[config.mk]
export PLATFORM = sky130hd
export DESIGN_NAME = perf_event_select_decoder
export DESIGN_NICKNAME = d
export VERILOG_FILES = /design/src/core/perf_event_select_pkg.sv /design/src/core/perf_event_select_decoder.sv
export SDC_FILE = /design/constraint.sdc
export NUM_CORES = 1
export LEC_CHECK = 0
export BUFFER_PORTS_ARGS = -buffer_cell sky130_fd_sc_hd__buf_2
export CAP_MARGIN = 20
export CORE_AREA = 4 4 44 46
export DETAILED_ROUTE_END_ITERATION = 8
export DIE_AREA = 0 0 48 50
export PLACE_DENSITY_LB_ADDON = 0.2
export RECOVER_POWER = 50
export SKIP_CTS_REPAIR_TIMING = 1
export SLEW_MARGIN = 20
export SYNTH_ARGS = -nofsm -noshare
export SYNTH_HDL_FRONTEND = slang
export SYNTH_SLANG_ARGS = --single-unit
[constraint.sdc]
create_clock -name clk -period 1.75 [get_ports clk]
set_input_delay 0.2625 -clock clk [delete_from_list [all_inputs] [get_ports clk]]
set_output_delay 0.2625 -clock clk [all_outputs]
set_load 0.1 [all_outputs]
[src/core/perf_event_select_pkg.sv]
`default_nettype none
package perf_event_select_pkg;
    // Event numbers
    localparam logic [7:0] EV_MEM_LOAD = 8'hcb;
    localparam logic [7:0] EV_FP_SIMD = 8'hcc;
    localparam logic [7:0] EV_DECODED = 8'hd0;
    localparam logic [7:0] EV_UOPS_DEC = 8'hd1;
    localparam logic [7:0] EV_FLAG_STALL = 8'hd2;
    // Unit masks
    localparam logic [7:0] UM_FILL_BUFFER_HIT = 8'h40;
    localparam logic [7:0] UM_XLATE_MISS = 8'h80;
    localparam logic [7:0] UM_TO_FLOAT = 8'h01;
    localparam logic [7:0] UM_TO_SIMD = 8'h02;
    localparam logic [7:0] UM_ANY_TRANS = 8'h03;
    localparam logic [7:0] UM_INSTS = 8'h01;
    localparam logic [7:0] UM_STALL = 8'h01;
    localparam logic [7:0] UM_SEQ = 8'h02;
    localparam logic [7:0] UM_SP_FOLD = 8'h04;
    localparam logic [7:0] UM_SP_SYNC = 8'h08;
    localparam logic [7:0] UM_FLAGS = 8'h01;
    // Uop count above which the sequencer delivers
    localparam logic [3:0] SEQ_UOP_LIMIT = 4'h4;

    typedef enum logic {
        MODE_FLOAT,
        MODE_SIMD
    } exec_mode_t;

    typedef struct packed {
        logic load_retired;
        logic load_l1_miss;
        logic load_fill_buffer;
        logic load_xlate_miss;
        logic load_fault;
        logic load_cacheable;
        logic load_sw_prefetch;
    } load_info_t;

    typedef struct packed {
        logic float_inst;
        logic simd_inst;
        logic [2:0] insts_decoded;
        logic decode_active;
        logic [2:0] seq_uops;
        logic [3:0] inst_uop_len;
        logic assist;
        logic [2:0] sp_fold_insts;
        logic sp_sync;
        logic flag_stall;
    } core_events_t;

    typedef struct packed {
        logic [7:0] event_code;
        logic [7:0] unit_mask;
    } event_select_t;
endpackage
`default_nettype wire

[src/core/perf_event_select_decoder.sv]
// Function
// CBH/40H counts retired loads hitting fill buffer
// CBH/80H counts retired loads missing translation buffer
// Faulting loads excluded from translation miss count
// Only cacheable, non-prefetch loads count translation misses
// CCH/01H counts first float after simd
// CCH/02H counts first simd after float
// CCH/03H counts transitions both directions
// D0H/01H counts decoded instructions
// D1H/01H counts decoder stall cycles, inverted
// D1H/02H counts microcode sequencer uops
// D1H/04H counts folded stack-pointer instructions
// D1H/08H counts stack-pointer sync operations
// D2H/01H counts flag stall cycles
// Unlisted code/mask pairs give no increment
`default_nettype none
module perf_event_select_decoder
    import perf_event_select_pkg::*;
#(
    parameter int INC_W = 3
) (
    // Clock and reset
    input wire logic clk,
    input wire logic srst,
    // Selection from counter configuration
    input wire event_select_t sel,
    // Event sources from the pipeline
    input wire load_info_t load,
    input wire core_events_t ev,
    // Increment to the counter
    output logic [INC_W-1:0] increment,
    output logic event_hit
);

    // ============================================================
    // Float/simd state tracking
    exec_mode_t mode_q, mode_d;
    logic to_float, to_simd;

    always_comb begin
        mode_d = mode_q;
        to_float = 1'b0;
        to_simd = 1'b0;
        // Float wins if both arrive together: no single cycle mixes states
        if (ev.float_inst && mode_q == MODE_SIMD) begin
            to_float = 1'b1;
            mode_d = MODE_FLOAT;
        end else if (ev.simd_inst && !ev.float_inst && mode_q == MODE_FLOAT) begin
            to_simd = 1'b1;
            mode_d = MODE_SIMD;
        end
    end

    always_ff @(posedge clk) begin
        if (srst) begin
            mode_q <= MODE_FLOAT;
        end else begin
            mode_q <= mode_d;
        end
    end

    // ============================================================
    // Event selection
    logic [INC_W-1:0] inc_d, inc_q;
    logic hit_d, hit_q;
    logic xlate_ok, seq_active;

    always_comb begin
        // see R3
        xlate_ok = load.load_retired && load.load_xlate_miss && !load.load_fault &&
                   load.load_cacheable && !load.load_sw_prefetch;
        // Sequencer only supplies uops for long instructions or assists
        seq_active = (ev.inst_uop_len > SEQ_UOP_LIMIT) || ev.assist;
        inc_d = '0;
        case (sel.event_code)
            EV_MEM_LOAD: begin
                if (sel.unit_mask == UM_FILL_BUFFER_HIT) begin
                    inc_d = INC_W'(load.load_retired && load.load_l1_miss &&
                                   load.load_fill_buffer);
                end else if (sel.unit_mask == UM_XLATE_MISS) begin
                    inc_d = INC_W'(xlate_ok);
                end
            end
            EV_FP_SIMD: begin
                if (sel.unit_mask == UM_TO_FLOAT) begin
                    inc_d = INC_W'(to_float);
                end else if (sel.unit_mask == UM_TO_SIMD) begin
                    inc_d = INC_W'(to_simd);
                end else if (sel.unit_mask == UM_ANY_TRANS) begin
                    inc_d = INC_W'(to_float | to_simd);
                end
            end
            EV_DECODED: begin
                if (sel.unit_mask == UM_INSTS) begin
                    inc_d = INC_W'(ev.insts_decoded);
                end
            end
            EV_UOPS_DEC: begin
                if (sel.unit_mask == UM_STALL) begin
                    // Inverted compare: count cycles with nothing decoded
                    inc_d = INC_W'(!ev.decode_active);
                end else if (sel.unit_mask == UM_SEQ) begin
                    inc_d = seq_active ? INC_W'(ev.seq_uops) : '0;
                end else if (sel.unit_mask == UM_SP_FOLD) begin
                    inc_d = INC_W'(ev.sp_fold_insts);
                end else if (sel.unit_mask == UM_SP_SYNC) begin
                    inc_d = INC_W'(ev.sp_sync);
                end
            end
            EV_FLAG_STALL: begin
                if (sel.unit_mask == UM_FLAGS) begin
                    inc_d = INC_W'(ev.flag_stall);
                end
            end
            default: begin
                inc_d = '0;
            end
        endcase
        hit_d = (inc_d != '0);
    end

    always_ff @(posedge clk) begin
        if (srst) begin
            inc_q <= '0;
            hit_q <= 1'b0;
        end else begin
            inc_q <= inc_d;
            hit_q <= hit_d;
        end
    end

    assign increment = inc_q;
    assign event_hit = hit_q;

    // ============================================================
    // Checks
    a_fill_hit: assert property (@(posedge clk) disable iff (srst)
        (sel.event_code == EV_MEM_LOAD && sel.unit_mask == UM_FILL_BUFFER_HIT &&
         load.load_retired && load.load_l1_miss && load.load_fill_buffer)
        |=> increment == INC_W'(1))
        else $error("fill buffer hit not counted");
    a_xlate_fault: assert property (@(posedge clk) disable iff (srst)
        (sel.event_code == EV_MEM_LOAD && sel.unit_mask == UM_XLATE_MISS && load.load_fault)
        |=> increment == '0)
        else $error("faulting load counted");
    a_xlate_prefetch: assert property (@(posedge clk) disable iff (srst)
        (sel.event_code == EV_MEM_LOAD && sel.unit_mask == UM_XLATE_MISS &&
         (load.load_sw_prefetch || !load.load_cacheable)) |=> increment == '0)
        else $error("prefetch or uncacheable load counted");
    a_xlate_miss: assert property (@(posedge clk) disable iff (srst)
        (sel.event_code == EV_MEM_LOAD && sel.unit_mask == UM_XLATE_MISS && xlate_ok)
        |=> event_hit)
        else $error("translation miss not counted");
    a_to_float_once: assert property (@(posedge clk) disable iff (srst)
        (sel.event_code == EV_FP_SIMD && sel.unit_mask == UM_TO_FLOAT &&
         ev.float_inst && !ev.simd_inst)[*2] |=> increment == '0)
        else $error("second float instruction counted");
    a_to_simd: assert property (@(posedge clk) disable iff (srst)
        (sel.event_code == EV_FP_SIMD && sel.unit_mask == UM_TO_SIMD &&
         mode_q == MODE_FLOAT && ev.simd_inst && !ev.float_inst) |=> event_hit)
        else $error("float to simd transition missed");
    a_any_trans: assert property (@(posedge clk) disable iff (srst)
        (sel.event_code == EV_FP_SIMD && sel.unit_mask == UM_ANY_TRANS)
        |=> event_hit == ($past(mode_q) != mode_q))
        else $error("transition count mismatch");
    a_decoded: assert property (@(posedge clk) disable iff (srst)
        (sel.event_code == EV_DECODED && sel.unit_mask == UM_INSTS)
        |=> increment == INC_W'($past(ev.insts_decoded)))
        else $error("decoded count wrong");
    a_stall_inv: assert property (@(posedge clk) disable iff (srst)
        (sel.event_code == EV_UOPS_DEC && sel.unit_mask == UM_STALL)
        |=> event_hit == !$past(ev.decode_active))
        else $error("stall cycle not inverted");
    a_seq_gate: assert property (@(posedge clk) disable iff (srst)
        (sel.event_code == EV_UOPS_DEC && sel.unit_mask == UM_SEQ && !ev.assist &&
         ev.inst_uop_len <= SEQ_UOP_LIMIT) |=> increment == '0)
        else $error("sequencer uops counted for short instruction");
    a_sp_fold: assert property (@(posedge clk) disable iff (srst)
        (sel.event_code == EV_UOPS_DEC && sel.unit_mask == UM_SP_FOLD)
        |=> increment == INC_W'($past(ev.sp_fold_insts)))
        else $error("folding count wrong");
    a_sp_sync: assert property (@(posedge clk) disable iff (srst)
        (sel.event_code == EV_UOPS_DEC && sel.unit_mask == UM_SP_SYNC)
        |=> event_hit == $past(ev.sp_sync))
        else $error("sync count wrong");
    a_flag_stall: assert property (@(posedge clk) disable iff (srst)
        (sel.event_code == EV_FLAG_STALL && sel.unit_mask == UM_FLAGS)
        |=> event_hit == $past(ev.flag_stall))
        else $error("flag stall count wrong");
    a_unlisted: assert property (@(posedge clk) disable iff (srst)
        (sel.event_code == EV_FLAG_STALL && sel.unit_mask != UM_FLAGS) |=> !event_hit)
        else $error("unlisted pair counted");
    a_reset_quiet: assert property (@(posedge clk)
        srst |=> (increment == '0 && !event_hit))
        else $error("output not cleared by reset");
    a_reset_mode: assert property (@(posedge clk)
        srst |=> mode_q == MODE_FLOAT)
        else $error("mode not float after reset");
    a_fill_miss: assert property (@(posedge clk) disable iff (srst)
        (sel.event_code == EV_MEM_LOAD && sel.unit_mask == UM_FILL_BUFFER_HIT &&
         !(load.load_retired && load.load_l1_miss && load.load_fill_buffer))
        |=> increment == '0)
        else $error("fill buffer hit counted without a hit");
    a_to_float_first: assert property (@(posedge clk) disable iff (srst)
        (sel.event_code == EV_FP_SIMD && sel.unit_mask == UM_TO_FLOAT &&
         mode_q == MODE_SIMD && ev.float_inst) |=> increment == INC_W'(1))
        else $error("simd to float transition missed");
    a_seq_pass: assert property (@(posedge clk) disable iff (srst)
        (sel.event_code == EV_UOPS_DEC && sel.unit_mask == UM_SEQ &&
         (ev.inst_uop_len > SEQ_UOP_LIMIT || ev.assist))
        |=> increment == INC_W'($past(ev.seq_uops)))
        else $error("sequencer uops not passed");
    // Codes outside the table must never leak an increment, whatever the mask
    a_unknown_code: assert property (@(posedge clk) disable iff (srst)
        (sel.event_code != EV_MEM_LOAD && sel.event_code != EV_FP_SIMD &&
         sel.event_code != EV_DECODED && sel.event_code != EV_UOPS_DEC &&
         sel.event_code != EV_FLAG_STALL) |=> !event_hit)
        else $error("unknown event code counted");
    a_unlisted_mask: assert property (@(posedge clk) disable iff (srst)
        ((sel.event_code == EV_MEM_LOAD && sel.unit_mask != UM_FILL_BUFFER_HIT &&
          sel.unit_mask != UM_XLATE_MISS) ||
         (sel.event_code == EV_FP_SIMD && sel.unit_mask != UM_TO_FLOAT &&
          sel.unit_mask != UM_TO_SIMD && sel.unit_mask != UM_ANY_TRANS) ||
         (sel.event_code == EV_DECODED && sel.unit_mask != UM_INSTS) ||
         (sel.event_code == EV_UOPS_DEC && sel.unit_mask != UM_STALL &&
          sel.unit_mask != UM_SEQ && sel.unit_mask != UM_SP_FOLD &&
          sel.unit_mask != UM_SP_SYNC)) |=> !event_hit)
        else $error("unlisted mask counted");

endmodule
`default_nettype wire

==> summary.txt <==
Run status
  • Status: completed

Yosys
  • Synth Area in XOR/XNOR: 0%
  • Top-area cell type share of the netlist area: 19.4%
  • Synthesized area per cell: ~8.3 µm²
  • Post-Syn Instances: 62
  • Post-Synth Simple-Gate Area: 48.7%
  • Async set-reset flop share out of synthesis: 0%
  • Post-synth top area cell: dfxtp_1
  • Seq/Total Area, Yosys: 19.4%
  • YS warnings: 0
  • Main synth FF type: dfxtp_1
  • Post-synthesis mux area share: 1.94%
  • Most area-consuming cells after synthesis: dfxtp_1 19%, nor4bb_1 7.7%, a2111oi_2 5.8%, nand3b_1 5.8%, nor2_1 5.8%
  • Main combinational cell family by area after synthesis: simple AND/OR/NAND/NOR gates
  • Post-synth EDFFs: 0
  • Synthesis-stage register bit count: 5
  • Syn nets: 106
  • Unique masters post-synth: 33
  • Post-Syn Area: 517 µm²
  • Synth Area in Adders: 0%
  • Synth Area in Compound Gates: 30.0%

Clock network
  • CTS Sinks: 5
  • CTS Buf Count: 3
  • Root buf cell: clkbuf_4
  • CTS max path bufs: 2
  • Clock Latency Late Sink: 0.24 ns
  • Clk slew on worst S/H paths: roughly 0.04 ns
  • H-tree depth: 1
  • CTS tree: done

STA
  • Rel. slew slack: 64.0%
  • Setup TNS: 0 ns
  • Worst Tran Pin Value: roughly 0.54 ns
  • RSZ-0062 raised after global routing: no
  • Fin. max-slew vios: 0
  • Final setup viols: 0
  • Final min period: 1.53 ns
  • Final Hold Violating Endpoints: 0
  • Final Cycle Share: 87.3%
  • FMAX: 655 MHz
  • Clock Skews: approximately 0.000044 ns

Route
  • Vias per cell: 5.44
  • DR DRC count: 0
  • DR pass1 iterations: 3
  • DRT antenna net count: 0
  • DRT Wirelength: 1.78 mm
  • Initial DRC Count: 14
  • Vias: 723
  • Routed len/inst: between 10 and 15 µm

Global routing
  • Vias in the first global route: 671
  • Largest net degree at the start of global routing: 8
  • Global route overflow: 0
  • First-pass GRT wire length: approximately 2.5 mm
  • Initial antenna violation count: 0
  • Total Routing Usage GR: approximately 14%

Finish
  • Most frequent cells in the layout: 44 x buf_2, 8 x nor2_1, 5 x dfxtp_1
  • Commonest non-fill, non-tap cell in the layout: buf_2
  • Nets: 162
  • Area Growth Syn to Fin: 60.3%
  • Share of cells above drive strength 1: 51.3%
  • N_diodes: 0

Die
  • IO Pins: 48
  • Initial Util: 34.3%
  • # rows: 14
  • Die Y: 50 µm
  • Die area: about 0.0024 mm²
  • Die W: 48 µm
  • Total core area: 0.00151 mm²

Job
  • Max Cap Violations: 0

Power
  • Leakage: roughly 0.38 nW
  • Tot Pwr: between 0.3 and 0.4 mW
  • IR drop worst, VDD: roughly 0.27 mV
  • Pwr Density: 426 mW/mm²

Setup path
  • CP required: 1.86 ns
  • Setup crit end kind: register
  • Crit path DAT: 1.63 ns
  • Crit path kind: input pin to register
  • Setup crit start kind: input pin
  • CP max FO: 4

Worst hold path
  • Hold crit path type: input pin to register

Placed design
  • Global placement routability congestion: 0.839
  • HPWL after detailed placement: 1.55 mm
  • IO Port Bufs: between 40 and 50
## per-stage QoR
step           area, µm²  cells  setup WS (ns)  utilization [%]  hold WS [ns]
6_report             828    133          0.222             55.0         0.215
5_1_grt              828    133         0.0814             55.0         0.200
4_1_cts              828    133          0.218             55.0         0.200
3_5_place_dp         802    129        -0.0473             53.2         0.458
3_3_place_gp         802    129         0.0139             53.2         0.457
2_1_floorplan        517     62          0.190                -         0.339
## sequential cells by signal, summed over array words and instances, names as in the netlist
register,cells
event_hit,1
increment,3
mode_q,1
## area by class of cell
class,count,area [µm²]
sequential,5,100
multi-input combinational,57,417
clock buffer,4,26.3
fill,168,678
tap,16,20.0
timing repair buffer,51,265
## power breakdown
part	internal, mW	switching (mW)	total (mW)
sequential	0.115	0.00106	0.117
clock	0.0861	0.0458	0.132
combinational	0.0599	0.0445	0.104
total	0.262	0.0914	0.353
## logic make-up after synthesis
group              count (synthesis)
and+or+nand+nor                   37
AOI/OAI and AO/OA                 19
DFF                                5
muxes                              1
## per-layer routing
metal	global-route usage, %	vias to the layer above	share of wire (%)	wire length, µm
met5	0	-	0	0
met4	2.69	0	0	0
met3	4.36	0	9.5	168
met2	25.1	32	49	876
met1	15.2	320	41	730
li1	-	371	-	-
## synth_stat cells, types with 2 or more instances
cell type	number
nand4b_1	2
a32oi_1	2
nand2_1	2
a21oi_1	3
nor3_1	3
a2111oi_2	2
nor2_1	8
a31oi_1	2
and3_1	3
nand3b_1	4
dfxtp_1	5
a22o_1	2
nor4bb_1	4
## worst max-delay path: stages
cell and delay (ns):
buf_2 0.11, or4_4 0.55, o2111ai_1 0.21, a21oi_1 0.10, a2111oi_2 0.26, a31oi_1 0.13
## worst paths after layout
path	end	start	slack (ns)	depth (start not counted)
hold reg to reg	mode_q$_SDFFE_PP0N_	mode_q$_SDFFE_PP0N_	0.53	2
setup / recovery	event_hit$_SDFF_PP0_	sel[5]	0.22	6
hold / removal	mode_q$_SDFFE_PP0N_	srst	0.22	2
setup reg to reg	event_hit$_SDFF_PP0_	mode_q$_SDFFE_PP0N_	0.54	5
Note: power is estimated with default switching activity, not from simulation.
